File: src/smb_pkg.sv
// Constants, register map and types of the supply monitor and booster control block
// How it works
// - Two select bits pick one of four thresholds
// - Flag reads one when supply below threshold
// - Flag reads zero while detector is stopped
// - Flag is read-only, writes ignored
// - Enable bit powers detector, reset clears it
// - Reset clears both threshold select bits
// - Reset sets booster select bit to one
// - Writing zero releases and stops the booster
// - Time-base reset forces plain; booster 62.5 ms after system reset release
// - Booster off returns boosted output to plain
// - Logic supply: plain, regulated, or boosted with oscillator
// - Bias reference plain in reset, then contrast
`default_nettype none
package smb_pkg;
    // Register indices; byte address is four times the index
    localparam logic [11:0] SMC_IDX = 12'h094;
    localparam logic [11:0] BOOST_IDX = 12'h095;
    localparam logic [11:0] STAT_IDX = 12'h098;
    localparam logic [11:0] MASK_IDX = 12'h099;
    localparam logic [11:0] PWR_IDX = 12'h09a;
    localparam int ADDR_W = 14;

    // supply_monitor_control fields
    localparam int SMC_FLAG_BIT = 3;
    localparam int SMC_EN_BIT = 2;
    localparam int SMC_SEL_HI = 1;
    localparam int SMC_SEL_LO = 0;
    localparam logic [3:0] SMC_RESET = 4'h0;

    // booster_control: bit 0 selects the booster, bits 3:1 read as one
    localparam int BOOST_BIT = 0;
    localparam logic BOOST_RESET = 1'b1;
    localparam logic [2:0] BOOST_UNUSED = 3'h7;

    // Power config: contrast in 3:0, fast oscillator enable in 4
    localparam int PWR_OSC_BIT = 4;
    localparam logic [4:0] PWR_RESET = 5'h00;

    // Interrupt status / mask layout
    localparam int IRQ_W = 3;
    localparam int IRQ_LOW = 0;
    localparam int IRQ_SETTLED = 1;
    localparam int IRQ_BOOST = 2;
    localparam logic [IRQ_W-1:0] IRQ_RESET = 3'h0;

    // AXI responses
    localparam logic [1:0] RESP_OKAY = 2'h0;
    localparam logic [1:0] RESP_DECERR = 2'h3;

    // Detection thresholds in millivolts, indexed by the select field
    localparam logic [11:0] THR_MV [4] = '{12'd1050, 12'd1200, 12'd1800, 12'd2400};

    // Timing
    localparam int CLK_HZ = 250_000_000;
    localparam int SETTLE_MS = 1;
    localparam int SETTLE_CYC = SETTLE_MS * (CLK_HZ / 1000);
    localparam int BOOST_DELAY_US = 62_500; // 62.5 ms
    localparam int BOOST_DELAY_CYC = BOOST_DELAY_US * (CLK_HZ / 1_000_000);
    localparam int CNT_W = 24;

    // Booster sequencing states
    typedef enum logic [2:0] {
        BST_HOLD = 3'h1,
        BST_RUN = 3'h2,
        BST_OFF = 3'h4
    } smb_bst_state_t;

    // Source of the internal-logic supply
    typedef enum logic [1:0] {
        LOGIC_PLAIN = 2'h0,
        LOGIC_REG = 2'h1,
        LOGIC_BOOST = 2'h2
    } smb_logic_src_t;

    // Register index to byte address
    function automatic logic [ADDR_W-1:0] regAddr(input logic [11:0] idx);
        regAddr = {idx, 2'b00};
    endfunction
endpackage
`default_nettype wire

File: src/smb_sync.sv
// Two-flop synchroniser for the asynchronous comparator output
`default_nettype none
module smb_sync (
    // Clock and reset
    input wire logic clk,
    input wire logic rst_n,
    // Data
    input wire logic din,
    output logic dout
);
    logic meta_r;

    // First stage feeds only the second stage
    always_ff @(posedge clk or negedge rst_n) begin
        if (!rst_n) begin
            meta_r <= 1'b0;
            dout <= 1'b0;
        end else begin
            meta_r <= din;
            dout <= meta_r;
        end
    end
endmodule // smb_sync
`default_nettype wire

File: src/smb_ctrl.sv
// Supply monitor and booster control with AXI4-Lite register access
//
// Chosen here: the AXI4-Lite interface to the registers.
`default_nettype none
module smb_ctrl #(
    parameter int BOOST_DELAY_CYC = smb_pkg::BOOST_DELAY_CYC,
    parameter int SETTLE_CYC = smb_pkg::SETTLE_CYC
) (
    // Clock and reset
    input wire logic clk,
    input wire logic rst_n,
    // AXI4-Lite write address and data
    input wire logic [smb_pkg::ADDR_W-1:0] s_axi_awaddr,
    input wire logic s_axi_awvalid,
    output logic s_axi_awready,
    input wire logic [31:0] s_axi_wdata,
    input wire logic [3:0] s_axi_wstrb,
    input wire logic s_axi_wvalid,
    output logic s_axi_wready,
    // AXI4-Lite write response
    output logic [1:0] s_axi_bresp,
    output logic s_axi_bvalid,
    input wire logic s_axi_bready,
    // AXI4-Lite read
    input wire logic [smb_pkg::ADDR_W-1:0] s_axi_araddr,
    input wire logic s_axi_arvalid,
    output logic s_axi_arready,
    output logic [31:0] s_axi_rdata,
    output logic [1:0] s_axi_rresp,
    output logic s_axi_rvalid,
    input wire logic s_axi_rready,
    // Analog side inputs
    input wire logic cmpLow,
    input wire logic timeBaseReset,
    // Analog side controls
    output logic monitorOn,
    output logic [1:0] thresholdSel,
    output logic boostedSupplySel,
    output logic [1:0] logicSupplySel,
    output logic biasRefPlain,
    output logic [3:0] biasContrast,
    // Interrupt
    output logic irq
);
    // Register state
    logic monitorEnable_r;
    logic [1:0] thresholdSel_r;
    logic boosterSelect_r;
    logic [4:0] powerConfig_r;
    logic [smb_pkg::IRQ_W-1:0] irqStat_r;
    logic [smb_pkg::IRQ_W-1:0] irqMask_r;
    // Bus state
    logic awready_r;
    logic wready_r;
    logic bvalid_r;
    logic [1:0] bresp_r;
    logic arready_r;
    logic rvalid_r;
    logic [31:0] rdata_r;
    logic [1:0] rresp_r;
    // Monitor and booster state
    logic cmpLowSync;
    logic lowFlag;
    logic lowFlagPrev_r;
    logic [smb_pkg::CNT_W-1:0] settleCnt_r;
    logic settled_r;
    logic [smb_pkg::CNT_W-1:0] bootCnt_r;
    logic bootDone_r;
    smb_pkg::smb_bst_state_t bstState_r;
    smb_pkg::smb_bst_state_t bstState_nxt;
    logic boosted_r;
    smb_pkg::smb_logic_src_t logicSrc_r;
    logic biasPlain_r;
    logic irq_r;
    // Decode helpers
    localparam int IRQ_LAST = smb_pkg::IRQ_W - 1;
    logic wrEn;
    logic rdEn;
    logic wrLane;
    logic [IRQ_LAST:0] evt;
    logic [31:0] rdMux;
    logic rdHit;

    // Comparator is asynchronous to clk
    smb_sync u_sync (
        .clk(clk),
        .rst_n(rst_n),
        .din(cmpLow),
        .dout(cmpLowSync)
    );

    // Flag is forced low while the detector is off
    assign lowFlag = monitorEnable_r & cmpLowSync;

    // Accept address and data together, one write at a time
    assign wrEn = s_axi_awvalid & awready_r & s_axi_wvalid & wready_r;
    assign wrLane = s_axi_wstrb[0];
    assign rdEn = s_axi_arvalid & arready_r;

    // Write channel handshake; a new write waits for the response to drain
    always_ff @(posedge clk or negedge rst_n) begin
        if (!rst_n) begin
            awready_r <= 1'b0;
            wready_r <= 1'b0;
            bvalid_r <= 1'b0;
            bresp_r <= smb_pkg::RESP_OKAY;
        end else begin
            awready_r <= s_axi_awvalid & s_axi_wvalid & ~awready_r & ~bvalid_r;
            wready_r <= s_axi_awvalid & s_axi_wvalid & ~awready_r & ~bvalid_r;
            if (wrEn) begin
                bvalid_r <= 1'b1;
                bresp_r <= isMapped(s_axi_awaddr) ? smb_pkg::RESP_OKAY : smb_pkg::RESP_DECERR;
            end else if (s_axi_bready) begin
                bvalid_r <= 1'b0;
            end
        end
    end

    // Mapped-address check, used by the write channel only; reads decode in the read mux
    function automatic logic isMapped(input logic [smb_pkg::ADDR_W-1:0] a);
        isMapped = (a == smb_pkg::regAddr(smb_pkg::SMC_IDX)) || (a == smb_pkg::regAddr(smb_pkg::BOOST_IDX))
            || (a == smb_pkg::regAddr(smb_pkg::STAT_IDX)) || (a == smb_pkg::regAddr(smb_pkg::MASK_IDX))
            || (a == smb_pkg::regAddr(smb_pkg::PWR_IDX));
    endfunction

    // Monitor control; the flag bit has no storage so writes cannot reach it
    always_ff @(posedge clk or negedge rst_n) begin
        if (!rst_n) begin
            monitorEnable_r <= smb_pkg::SMC_RESET[smb_pkg::SMC_EN_BIT];
            thresholdSel_r <= smb_pkg::SMC_RESET[smb_pkg::SMC_SEL_HI:smb_pkg::SMC_SEL_LO];
        end else if (wrEn && wrLane && s_axi_awaddr == smb_pkg::regAddr(smb_pkg::SMC_IDX)) begin
            monitorEnable_r <= s_axi_wdata[smb_pkg::SMC_EN_BIT];
            thresholdSel_r <= s_axi_wdata[smb_pkg::SMC_SEL_HI:smb_pkg::SMC_SEL_LO];
        end
    end

    // Booster select comes up set so the booster is on by default
    always_ff @(posedge clk or negedge rst_n) begin
        if (!rst_n) begin
            boosterSelect_r <= smb_pkg::BOOST_RESET;
        end else if (wrEn && wrLane && s_axi_awaddr == smb_pkg::regAddr(smb_pkg::BOOST_IDX)) begin
            boosterSelect_r <= s_axi_wdata[smb_pkg::BOOST_BIT];
        end
    end

    // Display contrast and fast oscillator enable
    always_ff @(posedge clk or negedge rst_n) begin
        if (!rst_n) begin
            powerConfig_r <= smb_pkg::PWR_RESET;
        end else if (wrEn && wrLane && s_axi_awaddr == smb_pkg::regAddr(smb_pkg::PWR_IDX)) begin
            powerConfig_r <= s_axi_wdata[4:0];
        end
    end

    // Interrupt mask
    always_ff @(posedge clk or negedge rst_n) begin
        if (!rst_n) begin
            irqMask_r <= smb_pkg::IRQ_RESET;
        end else if (wrEn && wrLane && s_axi_awaddr == smb_pkg::regAddr(smb_pkg::MASK_IDX)) begin
            irqMask_r <= s_axi_wdata[IRQ_LAST:0];
        end
    end

    // Settling timer: counts only while enabled, restarts on every enable
    always_ff @(posedge clk or negedge rst_n) begin
        if (!rst_n) begin
            settleCnt_r <= '0;
            settled_r <= 1'b0;
        end else if (!monitorEnable_r) begin
            settleCnt_r <= '0;
            settled_r <= 1'b0;
        end else if (!settled_r) begin
            settleCnt_r <= settleCnt_r + 1'b1;
            settled_r <= (settleCnt_r == smb_pkg::CNT_W'(SETTLE_CYC - 1));
        end
    end

    // Edge history for the low-supply event
    always_ff @(posedge clk or negedge rst_n) begin
        if (!rst_n) begin
            lowFlagPrev_r <= 1'b0;
        end else begin
            lowFlagPrev_r <= lowFlag;
        end
    end

    // Events: low supply once settled, settling done, booster running
    always_comb begin
        evt = '0;
        evt[smb_pkg::IRQ_LOW] = settled_r & lowFlag & ~lowFlagPrev_r;
        evt[smb_pkg::IRQ_SETTLED] = monitorEnable_r & ~settled_r
            & (settleCnt_r == smb_pkg::CNT_W'(SETTLE_CYC - 1));
        evt[smb_pkg::IRQ_BOOST] = (bstState_nxt == smb_pkg::BST_RUN) & (bstState_r != smb_pkg::BST_RUN);
    end

    // Sticky status, write one to clear; a same-cycle event wins
    always_ff @(posedge clk or negedge rst_n) begin
        if (!rst_n) begin
            irqStat_r <= smb_pkg::IRQ_RESET;
        end else if (wrEn && wrLane && s_axi_awaddr == smb_pkg::regAddr(smb_pkg::STAT_IDX)) begin
            irqStat_r <= (irqStat_r & ~s_axi_wdata[IRQ_LAST:0]) | evt;
        end else begin
            irqStat_r <= irqStat_r | evt;
        end
    end

    // Interrupt line, registered
    always_ff @(posedge clk or negedge rst_n) begin
        if (!rst_n) begin
            irq_r <= 1'b0;
        end else begin
            irq_r <= |(irqStat_r & irqMask_r);
        end
    end

    // Start-up delay from system reset release; saturates
    always_ff @(posedge clk or negedge rst_n) begin
        if (!rst_n) begin
            bootCnt_r <= '0;
            bootDone_r <= 1'b0;
        end else if (!bootDone_r) begin
            bootCnt_r <= bootCnt_r + 1'b1;
            bootDone_r <= (bootCnt_r == smb_pkg::CNT_W'(BOOST_DELAY_CYC - 1));
        end
    end

    // Booster sequencing: release beats hold, hold beats run
    always_comb begin
        if (!boosterSelect_r) begin
            bstState_nxt = smb_pkg::BST_OFF;
        end else if (timeBaseReset || !bootDone_r) begin
            bstState_nxt = smb_pkg::BST_HOLD;
        end else begin
            bstState_nxt = smb_pkg::BST_RUN;
        end
    end

    // State register and boosted-supply select
    always_ff @(posedge clk or negedge rst_n) begin
        if (!rst_n) begin
            bstState_r <= smb_pkg::BST_HOLD;
            boosted_r <= 1'b0;
        end else begin
            bstState_r <= bstState_nxt;
            case (bstState_nxt)
                smb_pkg::BST_RUN: begin
                    boosted_r <= 1'b1;
                end
                default: begin
                    boosted_r <= 1'b0; // Hold and off both mean plain
                end
            endcase
        end
    end

    // Logic supply and bias reference selection
    always_ff @(posedge clk or negedge rst_n) begin
        if (!rst_n) begin
            logicSrc_r <= smb_pkg::LOGIC_PLAIN;
            biasPlain_r <= 1'b1;
        end else begin
            biasPlain_r <= timeBaseReset;
            if (timeBaseReset) begin
                logicSrc_r <= smb_pkg::LOGIC_PLAIN;
            end else if (powerConfig_r[smb_pkg::PWR_OSC_BIT]) begin
                logicSrc_r <= smb_pkg::LOGIC_BOOST;
            end else begin
                logicSrc_r <= smb_pkg::LOGIC_REG;
            end
        end
    end

    // Read mux; unmapped addresses read zero
    always_comb begin
        rdMux = '0;
        rdHit = 1'b1;
        case (s_axi_araddr)
            smb_pkg::regAddr(smb_pkg::SMC_IDX): begin
                rdMux[3:0] = {lowFlag, monitorEnable_r, thresholdSel_r};
            end
            smb_pkg::regAddr(smb_pkg::BOOST_IDX): begin
                rdMux[3:0] = {smb_pkg::BOOST_UNUSED, boosterSelect_r};
            end
            smb_pkg::regAddr(smb_pkg::STAT_IDX): begin
                rdMux[IRQ_LAST:0] = irqStat_r;
            end
            smb_pkg::regAddr(smb_pkg::MASK_IDX): begin
                rdMux[IRQ_LAST:0] = irqMask_r;
            end
            smb_pkg::regAddr(smb_pkg::PWR_IDX): begin
                rdMux[4:0] = powerConfig_r;
            end
            default: begin
                rdHit = 1'b0;
            end
        endcase
    end

    // Read channel: one cycle of arready, data the cycle after
    always_ff @(posedge clk or negedge rst_n) begin
        if (!rst_n) begin
            arready_r <= 1'b0;
            rvalid_r <= 1'b0;
            rdata_r <= '0;
            rresp_r <= smb_pkg::RESP_OKAY;
        end else begin
            arready_r <= s_axi_arvalid & ~arready_r & ~rvalid_r;
            if (rdEn) begin
                rvalid_r <= 1'b1;
                rdata_r <= rdMux;
                rresp_r <= rdHit ? smb_pkg::RESP_OKAY : smb_pkg::RESP_DECERR;
            end else if (s_axi_rready) begin
                rvalid_r <= 1'b0;
            end
        end
    end

    // Outputs straight from flops
    assign s_axi_awready = awready_r;
    assign s_axi_wready = wready_r;
    assign s_axi_bvalid = bvalid_r;
    assign s_axi_bresp = bresp_r;
    assign s_axi_arready = arready_r;
    assign s_axi_rvalid = rvalid_r;
    assign s_axi_rdata = rdata_r;
    assign s_axi_rresp = rresp_r;
    assign monitorOn = monitorEnable_r;
    assign thresholdSel = thresholdSel_r;
    assign boostedSupplySel = boosted_r;
    assign logicSupplySel = logicSrc_r;
    assign biasRefPlain = biasPlain_r;
    assign biasContrast = powerConfig_r[3:0];
    assign irq = irq_r;
endmodule // smb_ctrl
`default_nettype wire

File: config.mk
export PLATFORM = sky130hd
export DESIGN_NAME = smb_ctrl
export DESIGN_NICKNAME = d
export VERILOG_FILES = /design/src/smb_pkg.sv /design/src/smb_sync.sv /design/src/smb_ctrl.sv
export SDC_FILE = /design/constraint.sdc
export NUM_CORES = 1
export LEC_CHECK = 0
export BUFFER_PORTS_ARGS = -buffer_cell sky130_fd_sc_hd__clkbuf_2
export CAP_MARGIN = 20
export CORE_ASPECT_RATIO = 1.4
export CORE_MARGIN = 3
export CORE_UTILIZATION = 55
export DETAILED_ROUTE_END_ITERATION = 10
export GPL_ROUTABILITY_DRIVEN = 0
export HOLD_SLACK_MARGIN = 0.1
export PLACE_DENSITY = 0.86
export RECOVER_POWER = 100
export SLEW_MARGIN = 25
export SYNTH_ARGS = -nofsm -noshare
export SYNTH_HDL_FRONTEND = slang
export SYNTH_SLANG_ARGS = --single-unit
File: constraint.sdc
create_clock -name clk -period 4.13 [get_ports clk]
set_input_delay 0.2065 -clock clk [delete_from_list [all_inputs] [get_ports clk]]
set_output_delay 0.2065 -clock clk [all_outputs]
set_load 0.02 [all_outputs]
Yosys cells after proc, flatten, opt, wreduce, memory -nomap -nowiden
Index checks and enable logic that the tools add are counted.
- word-level logic and storage cells: 105
- flip-flop bits (word level): 89
- output and inout bits: 53
- ROM bits: 0
- input port bits: 73
- memories: 0
- RAM bits: 0
- latch bits: 0
- divide/modulo/power cells: 0
- eq/ne operators: 15
- multipliers: 0
- bitwise gates (word level): 26
- reductions and logical operators: 16
- multiplexer cells: 21
- shift-type cells: 0
- order comparisons: 0
- add/sub/neg operators: 2
- operators with widths (kind ; number):
    $eq A14 B10 Y1 const B ; 10
    $add A24 B1 Y24 const B ; 2
    $mux W24 ; 2
    $eq A24 B18 Y1 const B ; 1
    $eq A24 B24 Y1 const B ; 1
    $and A1 B1 Y1 ; 15
    $pmux W3 S5 ; 1
    $mux W1 ; 10
    $mux W2 ; 5
    $and A3 B3 Y3 ; 2
    $logic_and A1 B1 Y1 ; 6
    $mux W3 ; 2
    $not A1 Y1 ; 6
    $or A3 B3 Y3 ; 2
    $logic_or A1 B1 Y1 ; 5
    $reduce_or A5 Y1 ; 1
    $reduce_bool A2 Y1 ; 2
    $eq A3 B2 Y1 const B ; 1
    $ne A3 B2 Y1 const B ; 1
    $not A3 Y3 ; 1
    $pmux W1 S3 ; 1
    $reduce_or A3 Y1 ; 1
    $ne A2 B2 Y1 const B ; 1
    $logic_not A1 Y1 ; 1

Longest topological paths before layout
- depth in word-level cells: 8
- depth in mapped cells: 6
- mapped depth without buffers: 5

Modules after synthesis
Synthesis repeated with hierarchy kept, for this count alone.
- cells, all modules: 417
- area total of the unflattened synthesis: 4337.9 um^2
- modules (own cells, without submodules) (module ; cells an instance ; seq. area each (um^2) ; times used ; area each (um^2)):
    smb_ctrl ; 415 ; 2105.8 ; 1 ; 4287.9
    smb_sync ; 2 ; 50.0 ; 1 ; 50.0

Worst setup path before layout
OpenSTA, ideal clock, no wires.
- path type: flip-flop to flip-flop
- from: register settled_r
- to: register settleCnt_r[17] in the netlist's numbering
- slack: 2.112 ns
- buffers on the path: 2
- cell stages (with the launch flop): 7
- clock period less this slack: 2.018 ns
- arrival: 1.940 ns
- cells stage by stage: dfrtp_1 > buf_6 > nand4b_4 > or4_4 > buf_6 > or4_1 > a21oi_1
- cells in the longest elaborated chain, start to end: 1
- RTL lines (element ; line ; source):
    from (decl) ; smb_ctrl.sv:66 ; logic settled_r;
    from (signal assigned) ; smb_ctrl.sv:174 ; settled_r <= (settleCnt_r == smb_pkg::CNT_W'(SETTLE_CYC - 1));
    $ne A2 B2 Y1 (no source line) ; n/a ;
    to (signal assigned) ; smb_ctrl.sv:173 ; settleCnt_r <= settleCnt_r + 1'b1;
    to (decl) ; smb_ctrl.sv:65 ; logic [smb_pkg::CNT_W-1:0] settleCnt_r;
No other way between the ends.
A chain may end at the register's enable or synchronous reset.

Final worst setup path
- from: register settled_r
- to: register settleCnt_r[21] in the netlist's numbering
The elaborated chain is that of the path after synthesis.

==> summary.md <==
| Metric | Value |
|---|---|
| Hold Fails Final Rpt | `0` |
| Via count | `roughly 3,300` |
| Syn Inst Count | `about 400` |
| Crit-path cells | `nand4b_1 -> or4_1 -> or4_1 -> a21oi_1` |
| Slew HR | `-39.0%` |
| Die height | `between 100 and 150 µm` |
| Largest net degree at the start of global routing | `87` |
| Synthesized cell area | `4320 µm²` |
| CTS buffer count | `9` |
| Sequential area share after synthesis | `49.9%` |
| CTS Sinks | `86` |
| Crit-path max cell delay | `roughly 800 ps` |
| CP endpoint kind | `flip-flop` |
| Die width | `80.9 µm` |
| Buf+Inv Stages, Crit Path | `0` |
| Critical path class | `flip-flop to flip-flop` |
| Register bit total from synthesis | `between 80 and 90` |
| GRT Overall Usage | `a little over a fifth` |
| TritonRoute pass-1 iters | `4` |
| Bufs on Longest Clock Path | `2` |
| Syn avg cell area | `between 10 and 15 µm²` |
| Hold Path Class | `input port to flip-flop` |
| Share of layout cells above drive strength 1 | `16.7%` |
| Remaining antenna violation count | `0` |
| Post-Route WL | `9.12 mm` |
| NumNets Final | `550` |
| Max frequency | `0.413 GHz` |
| Most used cell, CP | `or4_1` |
| Global route total overflow | `0` |
| Req. time, crit path | `about 4400 ps` |
| Main flop type after synthesis | `dfrtp_1` |
| Crit Path Max Fanout | `13` |
| Final worst-path cycle share | `between 50% and 60%` |
| DRC | `0` |
| Core Util, Final | `between 60% and 70%` |
| Non-Filler Cell Area, Final | `4770 µm²` |
| Clk slew on worst S/H paths | `90 ps` |
| Status | `finished, violations left` |
| Number of placed cells counting well taps | `553` |
| Antenna violations before repair | `0` |
| Actual slew at the worst max-slew pin | `roughly 2100 ps` |
| Clk Latency, worst-skew pair | `roughly 360 ps` |
| Crit path DAT | `approximately 2700 ps` |
| Number of synthesized flops with an enable pin | `0` |
| CP delay by family, top | `simple AND/OR/NAND/NOR gates` |
| First-pass GRT wire length | `15.2 mm` |
| Die area | `~9000 µm²` |
| Fin. max-slew vios | `between 80 and 90` |
| Initial Util | `just under 60%` |
| RSZ-0062 raised after global routing | `no` |
| Setup WS pre-CTS | `1990 ps` |
| Power per cell area | `between 300 and 400 nW/µm²` |
| Routed len/inst | `~16 µm` |
| Leak | `roughly 2.0 nW` |
| Final min period | `~2400 ps` |
| Setup bufs post-CTS | `0` |
| Count of cell types in the netlist | `58` |
| Max-cap violations | `1` |
| Post-DR vias/cell | `5.65` |
| Ports | `126` |
| Final non-filler cell total | `roughly 580` |
| # diodes | `0` |
| Async set or reset register ratio after synthesis | `between 90% and 100%` |
| Peak supply drop | `roughly 0.00021 V` |
| Number of port buffers | `68` |
| Iter 0 DRT Violations | `between 150 and 200` |
| Total power | `roughly 1.5 mW` |
| CTS tree | `built` |
| Post-DP Area | `around 4600 µm²` |
| Synth warn | `0` |
| Core ar. | `~7500 µm²` |
| Dpl hpwl | `~6.7 mm` |
| Area Growth Syn to Fin | `10.4%` |
| Vias in the first global route | `approximately 3,300` |
| # setup viols final | `0` |
| Clock tree root buffer cell | `clkbuf_8` |
| Worst Skew | `12.9 ps` |
| Failing checks | `capacitance limit, slew limit` |
| Max H-tree Level | `3` |
| Hold Worst Slack | `123 ps` |
| Critical-path top delay cell | `or4_1` |
| Setup TNS | `0 ps` |
| Final WS setup | `about 1700 ps` |
| Startpoint type of the worst setup path | `flip-flop` |
| Rows | `37` |
==> final timing paths <==
| check | slack (ps) | start | end | cells past startpoint |
|---|---|---|---|---|
| max | 1710 | settled_r | settleCnt_r[21] | 4 |
| min | 120 | s_axi_wvalid | s_axi_wready | 2 |
| max reg2reg | 1710 | settled_r | settleCnt_r[21] | 4 |
| min reg2reg | 360 | u_sync.meta_r | u_sync.dout | 0 |
| max in group asynchronous | 1910 | rst_n | s_axi_rdata[4] | 2 |
| min in group asynchronous | 960 | rst_n | settleCnt_r[15] | 2 |
==> flip-flops by register name, indices dropped and copies added (netlist names), 2 cells and up <==
| signal | count |
|---|---|
| bootCnt_r | 24 |
| settleCnt_r | 24 |
| powerConfig_r | 5 |
| s_axi_rdata | 5 |
| irqMask_r | 3 |
| irqStat_r | 3 |
| bstState_r | 2 |
| logicSupplySel | 2 |
| thresholdSel | 2 |
==> cell families (layout without fill, tap and decap cells) <==
group	Yosys count	count (layout)	synth area share, %
mux	17	17	4.32
simple gates	158	158	21.8
compound gates	54	54	8.22
buf+inv	52	102	8.22
flops	86	86	49.9
fa+ha+maj	2	2	0.579
xor+xnor	34	34	6.89
other cells	1	27	0.0868
==> layout make-up <==
cell class | instances | area [µm²]
clock buffers | 10 | 138
clock inverters | 6 | 46.3
fillers | 620 | 2730
inverters | 10 | 37.5
multi-input cells | 292 | 1890
flip-flops and latches | 86 | 2160
well taps | 97 | 121
repair buffers | 76 | 385
==> cells in the final DEF (no fill, tap or decap), types with 11 or more instances in the layout <==
| cell | instances |
|---|---|
| xnor2_1 | 23 |
| nand2_1 | 29 |
| xor2_1 | 11 |
| conb_1 | 27 |
| mux2_2 | 13 |
| dfrtp_1 | 83 |
| nand4_1 | 16 |
| nor2_1 | 22 |
| clkbuf_1 | 28 |
| a21oi_1 | 13 |
| nand3_1 | 18 |
| clkbuf_2 | 40 |
| o21ai_0 | 11 |
==> power by group <==
part | switching (mW) | total, mW | internal [mW]
registers | 0.00646 | 0.856 | 0.850
logic | 0.0769 | 0.110 | 0.0331
clock network | 0.312 | 0.550 | 0.238
==> per-layer routing <==
layer | up-vias | routed length (µm) | GRT usage, %
li1 | 1549 | - | -
met1 | 1619 | 3670 | 26.3
met2 | 76 | 4930 | 36.9
met3 | 15 | 339 | 3.90
met4 | 0 | 186 | 8.57
met5 | - | 0 | 0
==> Yosys cell counts (all sizes together), types with 5 or more instances <==
library cell / n / share of area, %
a21oi: 13 / 1.5
and3: 5 / 0.72
buf: 38 / 6.8
dfrtp: 83 / 48
inv: 10 / 0.87
mux2: 13 / 3.4
nand2: 29 / 2.5
nand2b: 5 / 0.72
nand3: 18 / 2.1
nand4: 16 / 2.3
nand4b: 5 / 1.4
nor2: 22 / 1.9
nor3: 8 / 0.93
nor3b: 6 / 1.0
nor4: 7 / 1.0
o21ai: 11 / 1.3
o31ai: 8 / 1.4
or4: 10 / 1.8
xnor2: 23 / 4.7
xor2: 11 / 2.2
==> repair_timing <==
action	4_1_cts	5_1_grt
hold buffers	8	0
resized for setup	0	0
hold endpoints to repair	91	0
No activity file was read; power rests on OpenSTA's default activity.
